File: src/common/pin_mux_defs.vh
// Constants of the pad function selector: offsets, fields, pads, idle levels
// Behaviour
// - Select b 7:6 on pad ten: gpio, infrared mode, infrared rx3, reserved
// - Select b 5:4 on pad six: gpio, infrared mode, infrared rx3, reserved
// - Select b bit 3 chooses plain output eleven or pulse width output one
// - DMA three select puts request on output nine, acknowledge on gpio 19
// - Output eight pad: DMA two request, else CPU reset or output eight
// - Scan twelve pad: scan output, else CPU reset or plain output eight
// - Select b bit 0 turns gpio four and five into scan outputs 14, 15
// - Select c bit 7 makes gpio seven open-drain; zero means push-pull
// - Pad five: floppy select one, else output five or keyboard reset
// - Select c bit 5 makes output zero push-pull; zero means open-drain
// - Select c bit 4 puts second two-wire data and clock on gpio 11, 12
// - Both selects are 8-bit, controller-only read/write, reset to 0x00
// - Gate/reset select bit puts address line 20 gate on gpio seventeen
`ifndef PIN_MUX_DEFS_VH
`define PIN_MUX_DEFS_VH

// ----------------------------------------------------------------------------
// Register map
// ----------------------------------------------------------------------------
`define SEL_C_ADDR          16'h7F30
`define SEL_B_ADDR          16'h7F40
`define SEL_RESET           8'h00

// ----------------------------------------------------------------------------
// Fields of select b
// ----------------------------------------------------------------------------
`define B_GPIO_TEN_HI       7
`define B_GPIO_TEN_LO       6
`define B_GPIO_SIX_HI       5
`define B_GPIO_SIX_LO       4
`define B_PWM_ONE           3
`define B_DMA_THREE         2
`define B_DMA_TWO           1
`define B_EXTRA_SCAN        0

// ----------------------------------------------------------------------------
// Fields of select c
// ----------------------------------------------------------------------------
`define C_GP_SEVEN_DRIVE    7
`define C_KBD_RESET         6
`define C_OUT_ZERO_DRIVE    5
`define C_SECOND_TWOWIRE    4
`define C_SCAN_TWELVE       1

// ----------------------------------------------------------------------------
// Pad vector positions: general pins 0..8, output-only pads 9..14
// ----------------------------------------------------------------------------
`define NUM_GPIO_PADS       9
`define NUM_PADS            15
`define PAD_GPIO_TEN        0
`define PAD_GPIO_SIX        1
`define PAD_GPIO_NINETEEN   2
`define PAD_GPIO_FOUR       3
`define PAD_GPIO_FIVE       4
`define PAD_GPIO_SEVEN      5
`define PAD_GPIO_ELEVEN     6
`define PAD_GPIO_TWELVE     7
`define PAD_GPIO_SEVENTEEN  8
`define PAD_OUT_ELEVEN      9
`define PAD_OUT_NINE        10
`define PAD_OUT_EIGHT       11
`define PAD_SCAN_TWELVE     12
`define PAD_OUT_FIVE        13
`define PAD_OUT_ZERO        14

// ----------------------------------------------------------------------------
// Levels shown to a deselected function
// ----------------------------------------------------------------------------
`define IDLE_GPIO_IN        1'b0
`define IDLE_IR_RX          1'b1
`define IDLE_DMA_ACK_N      1'b1
`define IDLE_TWOWIRE_IN     1'b1

`endif

File: src/logic/pad_driver.v
// One registered pad driver with optional open-drain behaviour
`timescale 1ns/1ps
module pad_driver (
  input  wire i_mclk,
  input  wire i_reset_n,
  input  wire i_out,
  input  wire i_oe_n,
  input  wire i_open_drain,
  output reg  o_out,
  output reg  o_oe_n
);

  // ----------------------------------------------------------------------
  // Open drain only ever pulls low; a high value releases the pad
  // ----------------------------------------------------------------------
  always @(posedge i_mclk or negedge i_reset_n) begin
    if (!i_reset_n) begin
      o_out  <= 1'b0;
      o_oe_n <= 1'b1;
    end else begin
      o_out  <= i_out;
      o_oe_n <= i_oe_n | (i_open_drain & i_out);
    end
  end

endmodule // pad_driver

File: src/logic/pin_function_mux.v
// Pad function selector with its two controller-side select registers
`timescale 1ns/1ps
`include "pin_mux_defs.vh"
module pin_function_mux (
  input  wire        i_mclk,
  input  wire        i_reset_n,
  // Embedded controller register port
  input  wire [15:0] i_ec_addr,
  input  wire        i_ec_wr,
  input  wire        i_ec_rd,
  input  wire [7:0]  i_ec_wdata,
  output reg  [7:0]  o_ec_rdata,
  // Selects held in the first select register
  input  wire        i_gate_reset_select,
  input  wire        i_floppy_one_select,
  // General purpose block, pads 0..8
  input  wire [8:0]  i_gpio_out,
  input  wire [8:0]  i_gpio_oe_n,
  output reg  [8:0]  o_gpio_in,
  // Pads
  input  wire [8:0]  i_pad_in,
  output wire [14:0] o_pad_out,
  output wire [14:0] o_pad_oe_n,
  // Alternate function sources
  input  wire        i_infrared_mode_out,
  input  wire        i_pulse_width_out_one,
  input  wire        i_dma_two_req,
  input  wire        i_dma_three_req,
  input  wire        i_cpu_reset,
  input  wire        i_keyboard_reset_out,
  input  wire        i_floppy_drive_select_one,
  input  wire        i_address_line20_gate,
  input  wire        i_scan_drive_twelve,
  input  wire        i_scan_drive_fourteen,
  input  wire        i_scan_drive_fifteen,
  input  wire        i_plain_output_eleven,
  input  wire        i_plain_output_nine,
  input  wire        i_plain_output_eight,
  input  wire        i_plain_output_five,
  input  wire        i_plain_output_zero,
  input  wire        i_twowire_data_out,
  input  wire        i_twowire_data_oe_n,
  input  wire        i_twowire_clk_out,
  input  wire        i_twowire_clk_oe_n,
  // Alternate function inputs
  output reg         o_infrared_rx_three,
  output reg         o_dma_three_ack_n,
  output reg         o_twowire_data_in,
  output reg         o_twowire_clk_in
);

  // ----------------------------------------------------------------------
  // Select registers
  // ----------------------------------------------------------------------
  reg  [7:0]  sel_b_q;
  reg  [7:0]  sel_c_q;
  reg  [8:0]  pad_s1_q;
  reg  [8:0]  pad_s2_q;
  reg  [14:0] pad_out_d;
  reg  [14:0] pad_oe_n_d;
  reg  [14:0] pad_od_d;
  reg  [8:0]  gpio_in_d;
  reg         irrx_d;
  reg         dack_n_d;
  reg         tw_data_d;
  reg         tw_clk_d;

  wire [1:0]  ten_sel          = {sel_b_q[`B_GPIO_TEN_HI],
                                  sel_b_q[`B_GPIO_TEN_LO]};
  wire [1:0]  six_sel          = {sel_b_q[`B_GPIO_SIX_HI],
                                  sel_b_q[`B_GPIO_SIX_LO]};
  wire        pwm_one_select   = sel_b_q[`B_PWM_ONE];
  wire        dma_three_select = sel_b_q[`B_DMA_THREE];
  wire        dma_two_select   = sel_b_q[`B_DMA_TWO];
  wire        extra_scan_select = sel_b_q[`B_EXTRA_SCAN];
  wire        gp_seven_od      = sel_c_q[`C_GP_SEVEN_DRIVE];
  wire        kbd_reset_select = sel_c_q[`C_KBD_RESET];
  wire        out_zero_pp      = sel_c_q[`C_OUT_ZERO_DRIVE];
  wire        twowire_select   = sel_c_q[`C_SECOND_TWOWIRE];
  wire        scan_twelve_select = sel_c_q[`C_SCAN_TWELVE];

  // Controller-only access; no host path exists into these registers
  always @(posedge i_mclk or negedge i_reset_n) begin
    if (!i_reset_n) begin
      sel_b_q    <= `SEL_RESET;
      sel_c_q    <= `SEL_RESET;
      o_ec_rdata <= 8'h00;
    end else begin
      if (i_ec_wr && (i_ec_addr == `SEL_B_ADDR)) begin
        sel_b_q <= i_ec_wdata;
      end
      if (i_ec_wr && (i_ec_addr == `SEL_C_ADDR)) begin
        sel_c_q <= i_ec_wdata;
      end
      // Unmapped reads return zero rather than stale data
      if (i_ec_rd && (i_ec_addr == `SEL_B_ADDR)) begin
        o_ec_rdata <= sel_b_q;
      end else if (i_ec_rd && (i_ec_addr == `SEL_C_ADDR)) begin
        o_ec_rdata <= sel_c_q;
      end else if (i_ec_rd) begin
        o_ec_rdata <= 8'h00;
      end
    end
  end

  // ----------------------------------------------------------------------
  // Pad input synchroniser
  // ----------------------------------------------------------------------
  // Pads are asynchronous; two stages before any selection logic looks
  always @(posedge i_mclk or negedge i_reset_n) begin
    if (!i_reset_n) begin
      pad_s1_q <= 9'h000;
      pad_s2_q <= 9'h000;
    end else begin
      pad_s1_q <= i_pad_in;
      pad_s2_q <= pad_s1_q;
    end
  end

  // ----------------------------------------------------------------------
  // Output selection
  // ----------------------------------------------------------------------
  // Default: pads 0..8 carry their general function, pads 9..14 start at zero, all push-pull
  always @* begin
    pad_out_d  = {6'h00, i_gpio_out};
    pad_oe_n_d = {6'h00, i_gpio_oe_n};
    pad_od_d   = 15'h0000;
    // Pad ten: reserved code releases the pad so nothing fights it
    case (ten_sel)
      2'b00: ;
      2'b01: begin
        pad_out_d[`PAD_GPIO_TEN]  = i_infrared_mode_out;
        pad_oe_n_d[`PAD_GPIO_TEN] = 1'b0;
      end
      default: begin
        pad_out_d[`PAD_GPIO_TEN]  = 1'b0;
        pad_oe_n_d[`PAD_GPIO_TEN] = 1'b1;
      end
    endcase
    case (six_sel)
      2'b00: ;
      2'b01: begin
        pad_out_d[`PAD_GPIO_SIX]  = i_infrared_mode_out;
        pad_oe_n_d[`PAD_GPIO_SIX] = 1'b0;
      end
      default: begin
        pad_out_d[`PAD_GPIO_SIX]  = 1'b0;
        pad_oe_n_d[`PAD_GPIO_SIX] = 1'b1;
      end
    endcase
    // Output eleven
    pad_out_d[`PAD_OUT_ELEVEN] = pwm_one_select ? i_pulse_width_out_one
                                 : i_plain_output_eleven;
    // Output nine and gpio nineteen
    pad_out_d[`PAD_OUT_NINE] = dma_three_select ? i_dma_three_req
                               : i_plain_output_nine;
    if (dma_three_select) begin
      pad_out_d[`PAD_GPIO_NINETEEN]  = 1'b0;
      pad_oe_n_d[`PAD_GPIO_NINETEEN] = 1'b1;
    end
    // Output eight: DMA request outranks the reset choice
    if (dma_two_select) begin
      pad_out_d[`PAD_OUT_EIGHT] = i_dma_two_req;
    end else if (i_gate_reset_select) begin
      pad_out_d[`PAD_OUT_EIGHT] = i_cpu_reset;
    end else begin
      pad_out_d[`PAD_OUT_EIGHT] = i_plain_output_eight;
    end
    // Scan twelve; with DMA two deselected the eight/reset choice can appear on both pads
    if (!scan_twelve_select) begin
      pad_out_d[`PAD_SCAN_TWELVE] = i_scan_drive_twelve;
    end else if (i_gate_reset_select) begin
      pad_out_d[`PAD_SCAN_TWELVE] = i_cpu_reset;
    end else begin
      pad_out_d[`PAD_SCAN_TWELVE] = i_plain_output_eight;
    end
    // Extra scan lines
    if (extra_scan_select) begin
      pad_out_d[`PAD_GPIO_FOUR]  = i_scan_drive_fourteen;
      pad_oe_n_d[`PAD_GPIO_FOUR] = 1'b0;
      pad_out_d[`PAD_GPIO_FIVE]  = i_scan_drive_fifteen;
      pad_oe_n_d[`PAD_GPIO_FIVE] = 1'b0;
    end
    pad_od_d[`PAD_GPIO_SEVEN] = gp_seven_od;
    // Output five: floppy select wins over the keyboard reset choice
    if (i_floppy_one_select) begin
      pad_out_d[`PAD_OUT_FIVE] = i_floppy_drive_select_one;
    end else if (kbd_reset_select) begin
      pad_out_d[`PAD_OUT_FIVE] = i_keyboard_reset_out;
    end else begin
      pad_out_d[`PAD_OUT_FIVE] = i_plain_output_five;
    end
    pad_out_d[`PAD_OUT_ZERO] = i_plain_output_zero;
    pad_od_d[`PAD_OUT_ZERO]  = ~out_zero_pp;
    // Two-wire function drives its own enables, already open-drain style
    if (twowire_select) begin
      pad_out_d[`PAD_GPIO_ELEVEN]  = i_twowire_data_out;
      pad_oe_n_d[`PAD_GPIO_ELEVEN] = i_twowire_data_oe_n;
      pad_out_d[`PAD_GPIO_TWELVE]  = i_twowire_clk_out;
      pad_oe_n_d[`PAD_GPIO_TWELVE] = i_twowire_clk_oe_n;
    end
    if (i_gate_reset_select) begin
      pad_out_d[`PAD_GPIO_SEVENTEEN]  = i_address_line20_gate;
      pad_oe_n_d[`PAD_GPIO_SEVENTEEN] = 1'b0;
    end
  end

  // ----------------------------------------------------------------------
  // Input steering
  // ----------------------------------------------------------------------
  // Receive paths of deselected functions sit at their idle level
  always @* begin
    gpio_in_d = pad_s2_q;
    irrx_d    = `IDLE_IR_RX;
    dack_n_d  = `IDLE_DMA_ACK_N;
    tw_data_d = `IDLE_TWOWIRE_IN;
    tw_clk_d  = `IDLE_TWOWIRE_IN;
    if (ten_sel != 2'b00) begin
      gpio_in_d[`PAD_GPIO_TEN] = `IDLE_GPIO_IN;
    end
    if (six_sel != 2'b00) begin
      gpio_in_d[`PAD_GPIO_SIX] = `IDLE_GPIO_IN;
    end
    // Both pads may feed receive three; a low on either is seen
    if (ten_sel == 2'b10) begin
      irrx_d = irrx_d & pad_s2_q[`PAD_GPIO_TEN];
    end
    if (six_sel == 2'b10) begin
      irrx_d = irrx_d & pad_s2_q[`PAD_GPIO_SIX];
    end
    if (dma_three_select) begin
      dack_n_d = pad_s2_q[`PAD_GPIO_NINETEEN];
      gpio_in_d[`PAD_GPIO_NINETEEN] = `IDLE_GPIO_IN;
    end
    if (extra_scan_select) begin
      gpio_in_d[`PAD_GPIO_FOUR] = `IDLE_GPIO_IN;
      gpio_in_d[`PAD_GPIO_FIVE] = `IDLE_GPIO_IN;
    end
    if (twowire_select) begin
      tw_data_d = pad_s2_q[`PAD_GPIO_ELEVEN];
      tw_clk_d  = pad_s2_q[`PAD_GPIO_TWELVE];
      gpio_in_d[`PAD_GPIO_ELEVEN] = `IDLE_GPIO_IN;
      gpio_in_d[`PAD_GPIO_TWELVE] = `IDLE_GPIO_IN;
    end
    if (i_gate_reset_select) begin
      gpio_in_d[`PAD_GPIO_SEVENTEEN] = `IDLE_GPIO_IN;
    end
  end

  // Function inputs are registered so every output leaves a flip-flop
  always @(posedge i_mclk or negedge i_reset_n) begin
    if (!i_reset_n) begin
      o_gpio_in           <= 9'h000;
      o_infrared_rx_three <= `IDLE_IR_RX;
      o_dma_three_ack_n   <= `IDLE_DMA_ACK_N;
      o_twowire_data_in   <= `IDLE_TWOWIRE_IN;
      o_twowire_clk_in    <= `IDLE_TWOWIRE_IN;
    end else begin
      o_gpio_in           <= gpio_in_d;
      o_infrared_rx_three <= irrx_d;
      o_dma_three_ack_n   <= dack_n_d;
      o_twowire_data_in   <= tw_data_d;
      o_twowire_clk_in    <= tw_clk_d;
    end
  end

  // ----------------------------------------------------------------------
  // Pad drivers
  // ----------------------------------------------------------------------
  // One registered driver per pad keeps the enable and value aligned
  genvar gi;
  generate
    for (gi = 0; gi < `NUM_PADS; gi = gi + 1) begin : g_pad
      pad_driver u_drv (
        .i_mclk       (i_mclk),
        .i_reset_n    (i_reset_n),
        .i_out        (pad_out_d[gi]),
        .i_oe_n       (pad_oe_n_d[gi]),
        .i_open_drain (pad_od_d[gi]),
        .o_out        (o_pad_out[gi]),
        .o_oe_n       (o_pad_oe_n[gi])
      );
    end
  endgenerate

endmodule // pin_function_mux

File: config.mk
export PLATFORM = sky130hd
export DESIGN_NAME = pin_function_mux
export DESIGN_NICKNAME = d
export VERILOG_FILES = /design/src/logic/pad_driver.v /design/src/logic/pin_function_mux.v
export VERILOG_INCLUDE_DIRS = /design/src /design/src/common
export SDC_FILE = /design/constraint.sdc
export NUM_CORES = 1
export LEC_CHECK = 0
export BUFFER_PORTS_ARGS = -buffer_cell sky130_fd_sc_hd__buf_4
export CORE_MARGIN = 4
export CORE_UTILIZATION = 45
export CTS_BUF_LIST = sky130_fd_sc_hd__clkbuf_8
export CTS_CLUSTER_SIZE = 12
export DETAILED_ROUTE_END_ITERATION = 10
export PLACE_DENSITY = 0.74
export SLEW_MARGIN = 20
export SYNTH_ARGS = -nofsm -noshare
export SYNTH_HDL_FRONTEND = slang
export SYNTH_SLANG_ARGS = --single-unit
File: constraint.sdc
create_clock -name i_mclk -period 1.5 [get_ports i_mclk]
set_input_delay 0.375 -clock i_mclk [delete_from_list [all_inputs] [get_ports i_mclk]]
set_output_delay 0.375 -clock i_mclk [all_outputs]
set_load 0.005 [all_outputs]
== Word-level counts from Yosys, hierarchy flattened ==
Index checks and enable logic that the tools add are counted.
Widths: inputs -> output; s select.

* Equality and inequality tests: 6
* Mux-type cells: 33
* Bitwise gates (word level): 5
* Reductions and logical operators: 9

{| class="wikitable"
|+ Operators with widths
! operator !! count
|-
| $eq 16x15->1 const B || 2
|-
| $mux 8 || 3
|-
| $mux 1 || 20
|-
| $mux 2 || 6
|-
| $pmux 1 s2 || 4
|-
| $eq 2x1->1 const B || 2
|-
| $eq 2x2->1 const B || 2
|-
| $logic_and 1x1->1 || 4
|-
| $logic_not 2->1 || 2
|-
| $reduce_bool 2->1 || 2
|-
| $and 1x1->1 || 3
|-
| $reduce_bool 3->1 || 1
|-
| $not 1->1 || 1
|-
| $or 1x1->1 || 1
|}

* Register bits after elaboration: 81
* Output and inout bits: 51
* Word-level logic and storage cells: 89

== Longest topological paths before layout ==
* Depth after elaboration: 4
* Depth in mapped cells: 4
* Gate-level depth less buffers: 4

== Cells and area by module ==
A second synthesis with hierarchy kept.

* Cells, all modules: 199
* Area total of the unflattened synthesis: 3036.7 um^2

{| class="wikitable"
|+ By module, submodules not included
! module !! times used !! cells an instance !! area an instance (um^2) !! seq. area each (um^2)
|-
| pin_function_mux || 1 || 154 || 2154.6 || 1381.3
|-
| pad_driver || 15 || 3 || 58.8 || 51.3
|}

== Worst setup path after synthesis ==
No wires, ideal clock.

* Kind: in2reg
* Start point: in i_ec_addr[1]
* End point: reg sel_c_q[7]
* Data arrival time: 1.797 ns
* Path slack: -0.425 ns
* Cell stages on the path: 4
* Cell sequence: or4b_4 nor4_4 nand3_4 mux2_1

* Longest elaborated chain between the ends: 2

{| class="wikitable"
|+ RTL lines
! what !! line !! RTL
|-
| from (decl) || pin_function_mux.v:8 || <nowiki>input wire [15:0] i_ec_addr,</nowiki>
|-
| $eq 16x15->1 (no source line) || -- ||
|-
| $logic_and 1x1->1 || pin_function_mux.v:92 || <nowiki>if (i_ec_wr && (i_ec_addr == `SEL_C_ADDR)) begin</nowiki>
|-
| to (signal assigned) || pin_function_mux.v:86 || <nowiki>sel_c_q <= `SEL_RESET;</nowiki>
|-
| to (signal assigned) || pin_function_mux.v:93 || <nowiki>sel_c_q <= i_ec_wdata;</nowiki>
|-
| to (decl) || pin_function_mux.v:56 || <nowiki>reg [7:0] sel_c_q;</nowiki>
|}

Every way passes these cells.
A chain may end at the register's enable or synchronous reset.

== Worst setup path in the final report ==
Same ends and word-level chain as after synthesis.

==> flow_summary.html <==
<table>
<tr><th>Metric</th><th>Value</th></tr>
<tr><th colspan="2">Status</th></tr>
<tr><td>Status</td><td>finished, violations left</td></tr>
<tr><td>Violated checks</td><td>negative setup slack</td></tr>
<tr><th colspan="2">Worst hold path</th></tr>
<tr><td>Worst hold path endpoint</td><td>pad_s1_q[0]</td></tr>
<tr><td>Worst hold path type</td><td>primary input to flip-flop</td></tr>
<tr><td>Start point of the worst hold path</td><td>i_pad_in[0]</td></tr>
<tr><td>Number of instances on the worst hold path</td><td>1</td></tr>
<tr><th colspan="2">Synthesis</th></tr>
<tr><td>Cell count after synthesis</td><td>211</td></tr>
<tr><td>YS warnings</td><td>0</td></tr>
<tr><td>Syn_area_per_cell</td><td>14.5 sq um</td></tr>
<tr><td>Mapped cell area</td><td>3050 sq um</td></tr>
<tr><td>Sequential element share of the synthesized area</td><td>67.1%</td></tr>
<tr><td>Number of storage elements in the synthesis netlist</td><td>81</td></tr>
<tr><td>Async set or reset register ratio after synthesis</td><td>100%</td></tr>
<tr><td>Post-synth top cells</td><td>sky130_fd_sc_hd__dfrtp_1, sky130_fd_sc_hd__buf_4, sky130_fd_sc_hd__mux2_2</td></tr>
<tr><td>Number of enable-type register cells in the synthesized netlist</td><td>0</td></tr>
<tr><td>Top-count cell post-synth</td><td>sky130_fd_sc_hd__dfrtp_1</td></tr>
<tr><td>Prevailing post-synth register cell</td><td>sky130_fd_sc_hd__dfrtp_1</td></tr>
<tr><td>Yosys top cell by area</td><td>sky130_fd_sc_hd__dfrtp_1</td></tr>
<tr><td>Number of distinct library cells after synthesis</td><td>28</td></tr>
<tr><td>Largest cells by area after synthesis</td><td>sky130_fd_sc_hd__dfrtp_1, sky130_fd_sc_hd__dfstp_2, sky130_fd_sc_hd__mux2_2</td></tr>
<tr><td>Post-synth top area share</td><td>54.1%</td></tr>
<tr><td>Synth Net Count</td><td>288</td></tr>
<tr><th colspan="2">Layout</th></tr>
<tr><td># fillers</td><td>522</td></tr>
<tr><td>Proportion of layout cells with a drive suffix above 1</td><td>59.1%</td></tr>
<tr><td>Inserted Diodes</td><td>0</td></tr>
<tr><td>Final instance area</td><td>4140 sq um</td></tr>
<tr><td>Sequential cell area in the final layout</td><td>2050 sq um</td></tr>
<tr><td>Non-filler cells, final</td><td>405</td></tr>
<tr><td>Net count, final</td><td>400</td></tr>
<tr><td>Area added between synthesis and finish</td><td>35.7%</td></tr>
<tr><td>Utilization after layout</td><td>64.1%</td></tr>
<tr><td>Combined area of the multi-input logic cells</td><td>738 sq um</td></tr>
<tr><th colspan="2">Routing</th></tr>
<tr><td>Number of nets with antenna violations after routing</td><td>0</td></tr>
<tr><td>Total via count after detailed routing</td><td>1950</td></tr>
<tr><td>Average vias per placed instance</td><td>4.81</td></tr>
<tr><td>Post-route DRC</td><td>0</td></tr>
<tr><td>Routed len/inst</td><td>15.2 um</td></tr>
<tr><td>DRT Pass-1 Iters</td><td>4</td></tr>
<tr><td>DRC marker count from the first detailed-route iteration</td><td>41</td></tr>
<tr><td>Overall routed net length</td><td>6.17 mm</td></tr>
<tr><th colspan="2">Clocking</th></tr>
<tr><td>Root Driver</td><td>sky130_fd_sc_hd__clkbuf_8</td></tr>
<tr><td>Buffers from clock root to sink, at most</td><td>2</td></tr>
<tr><td>H-tree Lvls</td><td>3</td></tr>
<tr><td>Post-CTS repair timing setup buffer count</td><td>0</td></tr>
<tr><td>Clock slew at reported path FFs</td><td>0.08 ns</td></tr>
<tr><td>Total clock buffers created by CTS</td><td>9</td></tr>
<tr><td>Clock Latency Late Sink</td><td>0.34 ns</td></tr>
<tr><td>CTS tree</td><td>yes</td></tr>
<tr><td>Clk sink count</td><td>81</td></tr>
<tr><th colspan="2">Timing</th></tr>
<tr><td>Count of pins over their slew limit</td><td>0</td></tr>
<tr><td>RSZ-0062 raised after global routing</td><td>yes</td></tr>
<tr><td>Smallest setup slack after layout</td><td>-0.0644 ns</td></tr>
<tr><td>Fraction of the cycle the final worst path needs</td><td>104%</td></tr>
<tr><td>Post-layout minimum cycle time</td><td>1.56 ns</td></tr>
<tr><td>Final hold violations</td><td>0</td></tr>
<tr><td>Number of endpoints failing setup at the final stage</td><td>16</td></tr>
<tr><td>Highest achievable clock rate</td><td>639 MHz</td></tr>
<tr><td>Setup Skew</td><td>0.00714 ns</td></tr>
<tr><th colspan="2">Global route</th></tr>
<tr><td>Vias in the first global route</td><td>2094</td></tr>
<tr><td>Number of antenna violations at the first check in global routing</td><td>0</td></tr>
<tr><td>Pin count of the biggest net entering global routing</td><td>47</td></tr>
<tr><td>First-pass GRT wire length</td><td>10.4 mm</td></tr>
<tr><td>Total grt overflow</td><td>0</td></tr>
<tr><td>Total global routing track utilization</td><td>16.2%</td></tr>
<tr><th colspan="2">Pwr</th></tr>
<tr><td>Total Power</td><td>4.11 mW</td></tr>
<tr><td>Ratio of total power to cell area</td><td>992 nW/um^2</td></tr>
<tr><td>Total leakage power</td><td>2.01 nW</td></tr>
<tr><td>Worst voltage drop across the vdd grid</td><td>0.584 mV</td></tr>
<tr><th colspan="2">Placed design</th></tr>
<tr><td>Number of placed cells counting well taps</td><td>388</td></tr>
<tr><td>Post-detailed-placement half-perimeter wirelength</td><td>4.63 mm</td></tr>
<tr><td>GPL Wtd Cong</td><td>0.754</td></tr>
<tr><td>Instance area at placement</td><td>3930 sq um</td></tr>
<tr><td>Port Buf Inserts</td><td>127</td></tr>
<tr><th colspan="2">Worst setup path</th></tr>
<tr><td>Arrival @ worst endpoint</td><td>1.80 ns</td></tr>
<tr><td>Required time worst endpoint</td><td>1.73 ns</td></tr>
<tr><td>Path type of the worst setup path</td><td>primary input to flip-flop</td></tr>
<tr><td>Endpoint of the worst register-to-register path</td><td>g_pad[7].u_drv.o_out</td></tr>
<tr><td>Reg-to-Reg Start</td><td>sel_c_q[4]</td></tr>
<tr><td>Worst setup SP type</td><td>primary input</td></tr>
<tr><td>Register-to-Register Setup Slack</td><td>0.45 ns</td></tr>
<tr><td>CP Capture Type</td><td>flip-flop</td></tr>
<tr><td>Peak fanout along the critical path</td><td>8</td></tr>
<tr><td>Length in cells of the worst reg-to-reg path</td><td>1</td></tr>
<tr><th colspan="2">Run</th></tr>
<tr><td>MaxCap Viol Count</td><td>0</td></tr>
<tr><th colspan="2">Floorplan</th></tr>
<tr><td>Cell row count</td><td>29</td></tr>
<tr><td>Core region area</td><td>6460 sq um</td></tr>
<tr><td>Effective utilization at floorplan</td><td>47.2%</td></tr>
<tr><td>Die area</td><td>8160 sq um</td></tr>
<tr><td>Die W</td><td>90.3 um</td></tr>
<tr><td>I/O pin cnt</td><td>128</td></tr>
<tr><td>Die extent in y</td><td>90.3 um</td></tr>
</table>
[worst max-delay path, cell delays in order]
cell                      delay [ns]
sky130_fd_sc_hd__buf_6          0.09
sky130_fd_sc_hd__or4b_4         0.53
sky130_fd_sc_hd__nor4_4         0.14
sky130_fd_sc_hd__buf_4          0.18
sky130_fd_sc_hd__nand3_4        0.14
sky130_fd_sc_hd__mux2_4         0.34
[flip-flops by register name (all words and copies together), names as in the netlist]
name and flops:
sel_b_q 8, o_twowire_data_in 1, o_ec_rdata 8, o_infrared_rx_three 1
sel_c_q 8, o_gpio_in 9, pad_s1_q 9, o_dma_three_ack_n 1
g_pad.u_drv.o_oe_n 11, g_pad.u_drv.o_out 15, o_twowire_clk_in 1, pad_s2_q 9
[where the power goes]
| group | switching [mW] | internal [mW] | total (mW) |
|---|---|---|---|
| Clock | 0.721 | 0.723 | 1.44 |
| Sequential | 0.0218 | 2.27 | 2.29 |
| Combinational | 0.134 | 0.239 | 0.373 |
| Total | 0.877 | 3.23 | 4.11 |
[final cells by class]
cell class              instances  area share (%)
flip-flops and latches         81            49.4
repair buffers                133            25.0
multi-input cells              87            17.8
clock buffers                  12            3.99
well taps                      77            2.33
inverters                      11           0.998
clock inverters                 4           0.453
[through the flow]
| stage | hold WS (ns) | worst slack [ns] | TNS, ns |
|---|---|---|---|
| 5_1_grt | 0.110 | -0.117 | -1.75 |
| 4_1_cts | 0.110 | -0.0578 | -0.454 |
| 6_report | 0.131 | -0.0644 | -0.646 |
| 3_5_place_dp | 0.205 | -0.459 | -9.21 |
| 3_3_place_gp | 0.203 | -0.442 | -8.98 |
| 2_1_floorplan | 0.0794 | -0.303 | -5.58 |
[worst max path at each step]
stage                 start    endpoint  cells after the start
2_1_floorplan  i_ec_addr[1]  sel_c_q[7]                      4
3_3_place_gp   i_ec_addr[1]  sel_c_q[7]                      6
3_5_place_dp   i_ec_addr[1]  sel_c_q[7]                      6
4_1_cts        i_ec_addr[1]  sel_c_q[2]                      6
5_1_grt        i_ec_addr[1]  sel_c_q[2]                      6
6_report       i_ec_addr[1]  sel_c_q[7]                      6
[cell usage in the layout (no fill, tap or decap), types with 2 or more instances in the layout]
| cell | n |
|---|---|
| sky130_fd_sc_hd__o22ai_1 | 8 |
| sky130_fd_sc_hd__mux2i_1 | 5 |
| sky130_fd_sc_hd__nor2_1 | 4 |
| sky130_fd_sc_hd__mux2_2 | 23 |
| sky130_fd_sc_hd__nor2b_1 | 11 |
| sky130_fd_sc_hd__buf_6 | 2 |
| sky130_fd_sc_hd__dfstp_2 | 15 |
| sky130_fd_sc_hd__a21o_1 | 3 |
| sky130_fd_sc_hd__inv_1 | 12 |
| sky130_fd_sc_hd__a21oi_1 | 2 |
| sky130_fd_sc_hd__a22oi_1 | 8 |
| sky130_fd_sc_hd__clkinv_2 | 3 |
| sky130_fd_sc_hd__buf_4 | 128 |
| sky130_fd_sc_hd__nand2b_1 | 3 |
| sky130_fd_sc_hd__nor3b_1 | 3 |
| sky130_fd_sc_hd__mux2_4 | 2 |
| sky130_fd_sc_hd__nand2_1 | 4 |
| sky130_fd_sc_hd__clkbuf_8 | 12 |
| sky130_fd_sc_hd__buf_12 | 2 |
| sky130_fd_sc_hd__dfrtp_1 | 66 |
| sky130_fd_sc_hd__nand3_4 | 2 |
[per-layer routing]
metal	GRT usage, %	routed length, um	vias to the layer above	part of all wire (%)
met5	0	0	-	0
met4	7.65	123	0	2.0
met3	6.08	578	12	9.4
met2	25.5	3100	83	50
met1	19.7	2370	952	38
li1	-	-	903	-
[timing repair]
| item | 4_1_cts | 5_1_grt |
|---|---|---|
| hold buffers | 1 | 0 |
| cloned | 0 | 0 |
| gates resized for setup | 3 | 1 |
| setup endpoints to repair | 16 | 24 |
| endpoints found under the hold margin | 5 | 0 |
| pin swaps | 1 | 0 |
[logic make-up after synthesis]
family                 share of synthesized area (%)
muxes                                           10.9
DFF                                             67.1
other                                          0.123
and+or+nand+nor                                 8.12
buffers and inverters                           8.98
AOI/OAI and AO/OA                               4.84
Note: power is estimated with default switching activity, not from simulation.
